**config.mk**
```make
export PLATFORM = sky130hd
export DESIGN_NAME = sst_supply_on
export DESIGN_NICKNAME = d
export VERILOG_FILES = /design/src/rtl/sst_pkg.sv /design/src/rtl/sst_timer.sv /design/src/rtl/sst_supply_on.sv
export SDC_FILE = /design/constraint.sdc
export NUM_CORES = 1
export LEC_CHECK = 0
export BUFFER_PORTS_ARGS = -buffer_cell sky130_fd_sc_hd__buf_4
export CORE_MARGIN = 4
export CORE_UTILIZATION = 45
export CTS_CLUSTER_DIAMETER = 100
export DETAILED_ROUTE_END_ITERATION = 6
export GPL_TIMING_DRIVEN = 1
export HOLD_SLACK_MARGIN = 0.03
export SLEW_MARGIN = 20
export SYNTH_ARGS = -nofsm -noshare
export SYNTH_HDL_FRONTEND = slang
export SYNTH_SLANG_ARGS = --single-unit
```
**constraint.sdc**
```tcl
create_clock -name CORE_CLK_I -period 5.45 [get_ports CORE_CLK_I]
set_input_delay 0.545 -clock CORE_CLK_I [delete_from_list [all_inputs] [get_ports CORE_CLK_I]]
set_output_delay 0.545 -clock CORE_CLK_I [all_outputs]
set_load 0.01 [all_outputs]
```
**src/rtl/sst_pkg.sv**
```systemverilog
package sst_pkg;
	// clock rate of the core
	localparam int unsigned CLK_HZ = 20_000_000;
	localparam int unsigned CLK_PER_MS = CLK_HZ / 1000;
	localparam int unsigned CLK_PER_US = CLK_HZ / 1_000_000;

	// register map
	localparam logic [7:0] CFG_ADDR = 8'h2C;
	localparam logic [7:0] CFG_RESET = 8'h00;

	// field positions
	localparam int SRC_SEL_HI = 7;
	localparam int SRC_SEL_LO = 6;
	localparam int SW_ON_BIT = 5;
	localparam int DLY_HI = 4;
	localparam int DLY_LO = 3;
	localparam int SOFT_STOP_BIT = 2;
	localparam int RAMP_HI = 1;
	localparam int RAMP_LO = 0;

	// enable source codes
	localparam logic [1:0] SRC_ALWAYS = 2'h0;
	localparam logic [1:0] SRC_PIN = 2'h1;
	localparam logic [1:0] SRC_SW = 2'h2;
	localparam logic [1:0] SRC_BOTH = 2'h3;

	// turn-on delay codes
	localparam logic [1:0] DLY_NONE = 2'h0;
	localparam logic [1:0] DLY_HALF = 2'h1;

	// turn-on delays in ms, soft start ramps in us and ms
	localparam int unsigned DLY_HALF_MS = 500;
	localparam int unsigned DLY_ONE_MS = 1000;
	localparam int unsigned RAMP0_US = 360;
	localparam int unsigned RAMP1_MS = 10;
	localparam int unsigned RAMP2_MS = 20;
	localparam int unsigned RAMP3_MS = 40;

	// derived cycle counts
	localparam logic [31:0] DLY_HALF_CYC = 32'(DLY_HALF_MS * CLK_PER_MS);
	localparam logic [31:0] DLY_ONE_CYC = 32'(DLY_ONE_MS * CLK_PER_MS);
	localparam logic [31:0] RAMP0_CYC = 32'(RAMP0_US * CLK_PER_US);
	localparam logic [31:0] RAMP1_CYC = 32'(RAMP1_MS * CLK_PER_MS);
	localparam logic [31:0] RAMP2_CYC = 32'(RAMP2_MS * CLK_PER_MS);
	localparam logic [31:0] RAMP3_CYC = 32'(RAMP3_MS * CLK_PER_MS);

	// sequencer states, one-hot
	typedef enum logic [3:0] {
		ST_OFF = 4'h1,
		ST_WAIT = 4'h2,
		ST_RAMP = 4'h4,
		ST_ON = 4'h8
	} sst_state_t;
endpackage : sst_pkg

```
**src/rtl/sst_timer.sv**
```systemverilog
`timescale 1ns/1ps
// one-shot down counter: expire is high in the len_i-th cycle after start
module sst_timer #(
	parameter int W = 32
) (
	input wire logic clk_i, // core clock
	input wire logic rstn_i, // async reset, active low
	input wire logic start_i, // load and start
	input wire logic [W-1:0] len_i, // length in cycles, at least one
	output logic expire_o // high in the last counted cycle
);
	logic [W-1:0] cnt;

	// a fresh start overrides any count still running
	always_ff @(posedge clk_i or negedge rstn_i) begin
		if (!rstn_i) begin
			cnt <= '0;
		end else if (start_i) begin
			cnt <= len_i;
		end else if (cnt != '0) begin
			cnt <= cnt - W'(1);
		end
	end

	assign expire_o = (cnt == W'(1));
endmodule : sst_timer

```
**src/rtl/sst_supply_on.sv**
```systemverilog
`timescale 1ns/1ps
//Contract
//- bits [7:6] of the config register choose which signal turns the supply on.
//- selector 00 keeps the supply on and ignores both pin and software bit.
//- selector 01 follows only the level of the hardware enable pin.
//- selector 10 follows only the software enable bit at bit 5.
//- selector 11 enables only while both the software bit and the pin are high.
//- bits [4:3] set the wait from enable to soft start: 00 none, 01 half a second, 10 one second.
//- soft start then ramps for 360 us, 10, 20 or 40 ms for codes 00 to 11 of the ramp field.
module sst_supply_on import sst_pkg::*; #(
	parameter logic [31:0] DLY_HALF = DLY_HALF_CYC,
	parameter logic [31:0] DLY_ONE = DLY_ONE_CYC,
	parameter logic [31:0] RAMP0 = RAMP0_CYC,
	parameter logic [31:0] RAMP1 = RAMP1_CYC,
	parameter logic [31:0] RAMP2 = RAMP2_CYC,
	parameter logic [31:0] RAMP3 = RAMP3_CYC
) (
	input wire logic CORE_CLK_I, // core clock, 20 MHz
	input wire logic RSTN_I, // async reset, active low
	input wire logic SUPPLY_ON_PIN_I, // hardware enable pin, asynchronous
	input wire logic REG_WE_I, // register write strobe
	input wire logic [7:0] REG_ADDR_I, // register address
	input wire logic [7:0] REG_WDATA_I, // register write data
	output logic [7:0] REG_RDATA_O, // register read data, one cycle late
	output logic SUPPLY_EN_O, // selected turn-on control
	output logic SOFT_START_O, // soft start ramp running
	output logic SUPPLY_READY_O, // ramp finished, output at nominal
	output logic SOFT_STOP_EN_O // soft stop option from config
);
	logic [7:0] cfg;
	logic pin_m;
	logic pin_s;
	logic en_q;
	logic [7:0] rdata;
	sst_state_t state;
	sst_state_t next_state;
	logic tmr_start;
	logic [31:0] tmr_len;
	logic tmr_expire;

	// register decode
	wire cfg_hit = (REG_ADDR_I == CFG_ADDR);
	wire cfg_wr = REG_WE_I && cfg_hit;
	wire [1:0] src_sel = cfg[SRC_SEL_HI:SRC_SEL_LO];
	wire [1:0] dly_code = cfg[DLY_HI:DLY_LO];
	wire [1:0] ramp_code = cfg[RAMP_HI:RAMP_LO];
	wire sw_on = cfg[SW_ON_BIT];

	// enable source selection
	wire sel_en = (src_sel == SRC_ALWAYS) ? 1'b1 :
		(src_sel == SRC_PIN) ? pin_s :
		(src_sel == SRC_SW) ? sw_on :
		(sw_on && pin_s);

	// code 11 is not defined for the delay; it is treated like one second.
	// the cycle-count parameter hides the package's code of the same name, so the code is reached by scope
	wire [31:0] dly_len = (dly_code == sst_pkg::DLY_HALF) ? DLY_HALF : DLY_ONE;
	wire [31:0] ramp_len = (ramp_code == 2'h0) ? RAMP0 :
		(ramp_code == 2'h1) ? RAMP1 :
		(ramp_code == 2'h2) ? RAMP2 : RAMP3;

	// config register, all fields read back as written
	always_ff @(posedge CORE_CLK_I or negedge RSTN_I) begin
		if (!RSTN_I) begin
			cfg <= CFG_RESET;
		end else if (cfg_wr) begin
			cfg <= REG_WDATA_I;
		end
	end

	// unmapped addresses read zero
	always_ff @(posedge CORE_CLK_I or negedge RSTN_I) begin
		if (!RSTN_I) begin
			rdata <= 8'h00;
		end else begin
			rdata <= cfg_hit ? cfg : 8'h00;
		end
	end

	// pin crosses into the core clock before anyone looks at it
	always_ff @(posedge CORE_CLK_I or negedge RSTN_I) begin
		if (!RSTN_I) begin
			pin_m <= 1'b0;
			pin_s <= 1'b0;
		end else begin
			pin_m <= SUPPLY_ON_PIN_I;
			pin_s <= pin_m;
		end
	end

	// registered enable so the output has no decode glitches
	always_ff @(posedge CORE_CLK_I or negedge RSTN_I) begin
		if (!RSTN_I) begin
			en_q <= 1'b0;
		end else begin
			en_q <= sel_en;
		end
	end

	// sequencer: enable, optional delay, soft start ramp, on.
	// losing the enable drops straight to off; soft stop is not sequenced here
	always_comb begin
		next_state = state;
		tmr_start = 1'b0;
		tmr_len = ramp_len;
		case (state)
			ST_OFF: begin
				if (sel_en) begin
					tmr_start = 1'b1;
					if (dly_code == DLY_NONE) begin
						next_state = ST_RAMP;
					end else begin
						tmr_len = dly_len;
						next_state = ST_WAIT;
					end
				end
			end
			ST_WAIT: begin
				if (!sel_en) begin
					next_state = ST_OFF;
				end else if (tmr_expire) begin
					tmr_start = 1'b1;
					next_state = ST_RAMP;
				end
			end
			ST_RAMP: begin
				if (!sel_en) begin
					next_state = ST_OFF;
				end else if (tmr_expire) begin
					next_state = ST_ON;
				end
			end
			ST_ON: begin
				if (!sel_en) begin
					next_state = ST_OFF;
				end
			end
			default: begin
				next_state = ST_OFF;
			end
		endcase
	end

	always_ff @(posedge CORE_CLK_I or negedge RSTN_I) begin
		if (!RSTN_I) begin
			state <= ST_OFF;
		end else begin
			state <= next_state;
		end
	end

	sst_timer #(
		.W(32)
	) u_timer (
		.clk_i(CORE_CLK_I),
		.rstn_i(RSTN_I),
		.start_i(tmr_start),
		.len_i(tmr_len),
		.expire_o(tmr_expire)
	);

	// outputs straight from flops
	assign REG_RDATA_O = rdata;
	assign SUPPLY_EN_O = en_q;
	assign SOFT_START_O = state[2];
	assign SUPPLY_READY_O = state[3];
	assign SOFT_STOP_EN_O = cfg[SOFT_STOP_BIT];

	// helper: cycles spent in the current state and the length it was started with
	logic [31:0] st_cnt;
	logic [31:0] st_len;
	always_ff @(posedge CORE_CLK_I or negedge RSTN_I) begin
		if (!RSTN_I) begin
			st_cnt <= '0;
			st_len <= '0;
		end else begin
			st_cnt <= (next_state != state) ? 32'h0 : st_cnt + 32'h1;
			st_len <= tmr_start ? tmr_len : st_len;
		end
	end
endmodule : sst_supply_on

```
### Yosys cells after proc, flatten, opt, wreduce, memory -nomap -nowiden

Cells that the tools add are included.
Widths: inputs -> output; s select.

* bits in registers: 55
* input bits: 20
* output and inout bits: 12
* logic and storage cells: 56

* $add $sub $neg: 1
* equal/unequal tests: 15
* mux-type cells: 25
* reductions and logical operators: 8

Operator list (number)
* $mux 32: 3
* $mux 25: 3
* $mux 20: 3
* $eq 32x1->1 const B: 1
* $reduce_bool 32->1: 1
* $sub 32x1->32 const B: 1
* $mux 4: 6
* $pmux 4 s4: 1
* $eq 8x6->1 const B: 1
* $mux 8: 1
* $eq 2x1->1 const B: 3
* $logic_not 2->1: 3
* $mux 1: 6
* $ne 3x3->1 const B: 2
* $eq 2x2->1 const B: 2
* $eq 4x1->1 const B: 1
* $eq 4x2->1 const B: 1
* $eq 4x3->1 const B: 1
* $eq 4x4->1 const B: 1
* $ne 2x2->1 const B: 2
* $reduce_and 4->1: 1
* $mux 3: 1
* $logic_and 1x1->1: 2
* $pmux 1 s2: 1
* $reduce_bool 2->1: 1

### Depth between registers and ports, before layout

* depth in word-level cells: 8
* mapped depth: 9
* mapped depth without buffers: 7

### Hierarchy

From an unflattened synthesis, not the netlist that was laid out.

* cell total of the unflattened synthesis: 321
* area, all modules: 3184.3 um2

By module, submodules not included
* sst_timer: instances 1, cells each 219, area an instance 2009.4 um2, seq. area each 800.8 um2
* sst_supply_on: instances 1, cells each 102, area an instance 1174.9 um2, seq. area each 576.8 um2

### Worst setup path after synthesis

OpenSTA, ideal clock, no wires.

* path type: register to register
* start point: register u_timer.cnt[23]
* end point: register u_timer.cnt[11]
* setup time: 0.079 ns
* arrival time: 2.506 ns
* data required time: 5.371 ns
* setup slack: 2.865 ns
* cell stages (with the launch flop): 9
* path buffers: 3
* period minus slack after synthesis: 2.585 ns
* cell sequence: dfrtp_1 > or4_4 > buf_6 > or4_4 > or4_4 > buf_6 > nand2_4 > buf_12 > mux2i_1

* longest elaborated chain between the ends: 5
* elaborated cells between the ends (all ways): 7
* those cells by class: eq/ne (1); mux (4); reduce/logical (2)

Ends and longest elaborated chain
* from (decl): RTL line sst_timer.sv:12 `logic [W-1:0] cnt;`
* from (signal assigned): RTL line sst_timer.sv:19 `cnt <= len_i;`
* from (signal assigned): RTL line sst_timer.sv:21 `cnt <= cnt - W'(1);`
* $eq 32x1->1: RTL line sst_timer.sv:25 `assign expire_o = (cnt == W'(1));`
* $mux 1: RTL line sst_supply_on.sv:121 `end else if (tmr_expire) begin`
* $mux 1: RTL line sst_supply_on.sv:119 `if (!sel_en) begin`
* $pmux 1 s2: RTL line sst_supply_on.sv:106 `case (state)`
* $mux 32 or $reduce_bool 2->1 (tied branches)

Parallel ways exist; a longest one is shown, timed or not.
A chain may end at the register's enable or synchronous reset.

### Final worst setup path

* start point: register u_timer.cnt[2]
* end point: register u_timer.cnt[16]

* longest elaborated chain between the ends: 5
* elaborated cells between the ends (all ways): 9
* those cells by class: add/sub (1); eq/ne (1); mux (5); reduce/logical (2)

Ends and longest elaborated chain
* parallel branches: the longest is 5 deep, another holds $sub 32x1->32

Parallel ways; which one is timed is not known. The select of a mux whose other input is x is not followed.

==> impl_results.rst <==
.. list-table::
   :header-rows: 1

   * - Metric
     - Value
   * - Delay-heaviest family, CP
     - simple AND/OR/NAND/NOR gates
   * - Worst Path Arrival
     - 3.19 ns
   * - Clock buffer count from CTS
     - 5
   * - Remaining design rule violation count
     - 0
   * - Area of the mapped netlist
     - 3140 um2
   * - Primary FF master, synth
     - dfrtp_1
   * - Count of max-cap constraint violations
     - 0
   * - Chip width
     - 91.5 um
   * - Antenna-violating nets left
     - 0
   * - Fin crit share
     - 0.543
   * - Non-filler instance count after layout
     - 435
   * - IR Drop Worst-Case VDD
     - 0.141 mV
   * - Buffers inserted by post-CTS timing repair
     - 0
   * - Slew Viols, Final
     - 0
   * - Half-perimeter wire length of the detailed placement result
     - 5220 um
   * - Flip-flop and latch count after synthesis
     - 55
   * - Antenna Diode Count
     - 0
   * - Initial antenna violation count
     - 0
   * - Clock Skew
     - 0.0121 ns
   * - P per Cell Area
     - 404 nW/um2
   * - Post-Synthesis Net Count
     - 340
   * - Starting DRT DRC Count
     - 239
   * - Post-route minimum period
     - 2.96 ns
   * - RSZ-0062 raised after global routing
     - no
   * - Number of buffer and inverter instances along the worst setup path
     - 0
   * - Vias in the first global route
     - 2508
   * - Wire length reported by the detailed router
     - 7360 um
   * - Vias after detailed routing
     - 2564
   * - Clock Latency Late Sink
     - 0.32 ns
   * - Average via count per standard cell
     - 5.89
   * - Global-route total usage across every layer
     - 0.187
   * - Leakage
     - 1.52 nW
   * - Number of H-tree levels
     - 2
   * - Layout cell share with drive strength beyond 1
     - 0.192
   * - Pre-antenna DRT Iters
     - 5
   * - Final hold slack
     - 0.268 ns
   * - Delay of the slowest cell on the worst path
     - 0.83 ns
   * - CTS tree
     - done
   * - Net total in the final layout
     - 367
   * - Cell depth of the worst setup path
     - 5
   * - WP data required
     - 5.69 ns
   * - Endpoint class of the critical path
     - flip-flop
   * - Post-synthesis async set-or-reset flop share
     - 1.00
   * - Placement-stage cell area
     - 3410 um2
   * - Most frequent cells in the layout
     - dfrtp_1 (54), buf_4 (32), a21oi_1 (21)
   * - Unique cell type count in the Yosys netlist
     - 55
   * - Transition time of the tightest slew-check pin
     - 0.997 ns
   * - Average wire length per cell after detail routing
     - 16.9 um
   * - RD Place Congestion
     - 0.842
   * - Worst setup path category
     - flip-flop to flip-flop
   * - Post-Route Setup TNS
     - 0 ns
   * - Fmax
     - 0.338 GHz
   * - Maximum number of pins on one net before global-route repair
     - 56
   * - Syn-to-layout area delta
     - 12.0%
   * - Area of the multi-input gates
     - 1650 um2
   * - Sequential standard cell area
     - 1380 um2
   * - Clock slew seen by the registers of the worst setup and hold paths
     - 0.10 ns
   * - First-pass GRT wire length
     - 12700 um
   * - Count of input and output buffers
     - 31
   * - Initial standard-cell utilization of the core
     - 0.462
   * - Most frequent standard cell in the layout excluding fill and tap cells
     - dfrtp_1
   * - Master of the slowest instance on the critical path
     - nor3_1
   * - Final hold viol count
     - 0
   * - Depth of the worst register-to-register path
     - 5
   * - Synth Area per Inst
     - 10.1 um2
   * - Status
     - completed
   * - Maximum fanout encountered on the critical timing path
     - 23
   * - Number of buffers on the longest clock path
     - 2
   * - Number of placed I/O pins
     - 32
   * - Series of cell instances along the critical path
     - nor3_1, nand4_1, or4_4, nand2_4, mux2i_1
   * - Cell count after synthesis
     - 311
   * - Final Setup Violations
     - 0
   * - Clock root buffer master
     - clkbuf_8
   * - Total number of yosys warnings
     - 0
   * - Headroom to the max-slew limit
     - 0.330
   * - Worst hold-check path type
     - input port to async pin
   * - Die ar.
     - 8370 um2
   * - Post-cts gate resize count
     - 0
   * - Number of clock sinks
     - 55
   * - Height of the chip
     - 91.5 um
   * - Placed insts
     - 427
   * - Area of all placed cells without fillers
     - 3510 um2
   * - Post-synth EDFFs
     - 0
   * - Post-cts hold buffer count
     - 0
   * - Filler cells
     - 647
   * - Sequential fraction of the synthesis area
     - 0.439
   * - Floorplan row count
     - 30
   * - Total congestion overflow after global routing
     - 0
   * - Worst setup SP type
     - flip-flop
   * - Core ar.
     - 6790 um2
==> cell type report <==
cell class / instances / area share
inverters: 8 / 0.00855
repair buffers: 32 / 0.0684
clock inverters: 3 / 0.00712
flip-flops and latches: 55 / 0.392
clock buffers: 5 / 0.0196
well taps: 96 / 0.0342
multi-input cells: 236 / 0.470
==> registers in the layout, summed over array words and instances, names as in the netlist <==
signal and flops:
SUPPLY_EN_O 1, state 4, REG_RDATA_O 8, cfg 8, u_timer.cnt 32, pin_m 1
pin_s 1
==> Yosys cell counts, drive strengths merged (9+ instances only) <==
master | count | area, um2
ha | 9 | 113
dfrtp | 54 | 1350
a21oi | 21 | 105
or3 | 11 | 68.8
nand4 | 10 | 62.6
nand2 | 14 | 60.1
o21ai | 15 | 75.1
nor2 | 16 | 60.1
nor3 | 14 | 70.1
nor4 | 13 | 103
or4 | 13 | 109
o31ai | 9 | 67.6
==> where the power goes <==
group          total, mW  switching [mW]  internal, mW
Combinational      0.589           0.350         0.238
Sequential         0.596           0.108         0.488
Clock              0.234           0.142        0.0922
==> cells by family after synthesis <==
kind of cell	after synthesis	synth area share
simple gates	127	0.248
compound gates	72	0.152
flops	55	0.439
buf+inv	20	0.0379
xor+xnor	14	0.0391
mux	14	0.0479
fa+ha+maj	9	0.0359
==> worst paths after layout <==
kind | startpoint | slack [ns] | end
setup / recovery | u_timer.cnt[2] | 2.49 | u_timer.cnt[16]
hold / removal | RSTN_I | 0.27 | u_timer.cnt[25]
setup reg to reg | u_timer.cnt[2] | 2.49 | u_timer.cnt[16]
hold reg to reg | pin_m | 0.37 | pin_s
max in group asynchronous | RSTN_I | 4.71 | u_timer.cnt[0]
min in group CORE_CLK_I | SUPPLY_ON_PIN_I | 0.32 | pin_m
==> through the flow <==
stage,utilization,worst slack [ns],total power [mW]
floorplan,-,2.86,1.06
global placement,0.502,2.15,1.18
detailed placement,0.502,2.17,1.19
CTS,0.515,2.15,1.42
global route,0.517,2.27,1.53
finish,0.517,2.49,1.42
==> per-layer routing <==
| layer | track usage | share of wire | up-vias | routed length [um] |
|---|---|---|---|---|
| met5 | 0 | 0 | - | 0 |
| met4 | 0.0565 | 0.017 | 0 | 123 |
| met3 | 0.0373 | 0.055 | 11 | 403 |
| met2 | 0.288 | 0.46 | 98 | 3390 |
| met1 | 0.263 | 0.47 | 1217 | 3440 |
| li1 | - | - | 1238 | - |
==> worst register-to-register path, cell delays in order (launching register included) <==
cell,delay (ns)
dfrtp_1,0.47
nor3_1,0.83
nand4_1,0.44
or4_4,0.60
nand2_4,0.30
mux2i_1,0.24
(Power assumes the default switching activity.)
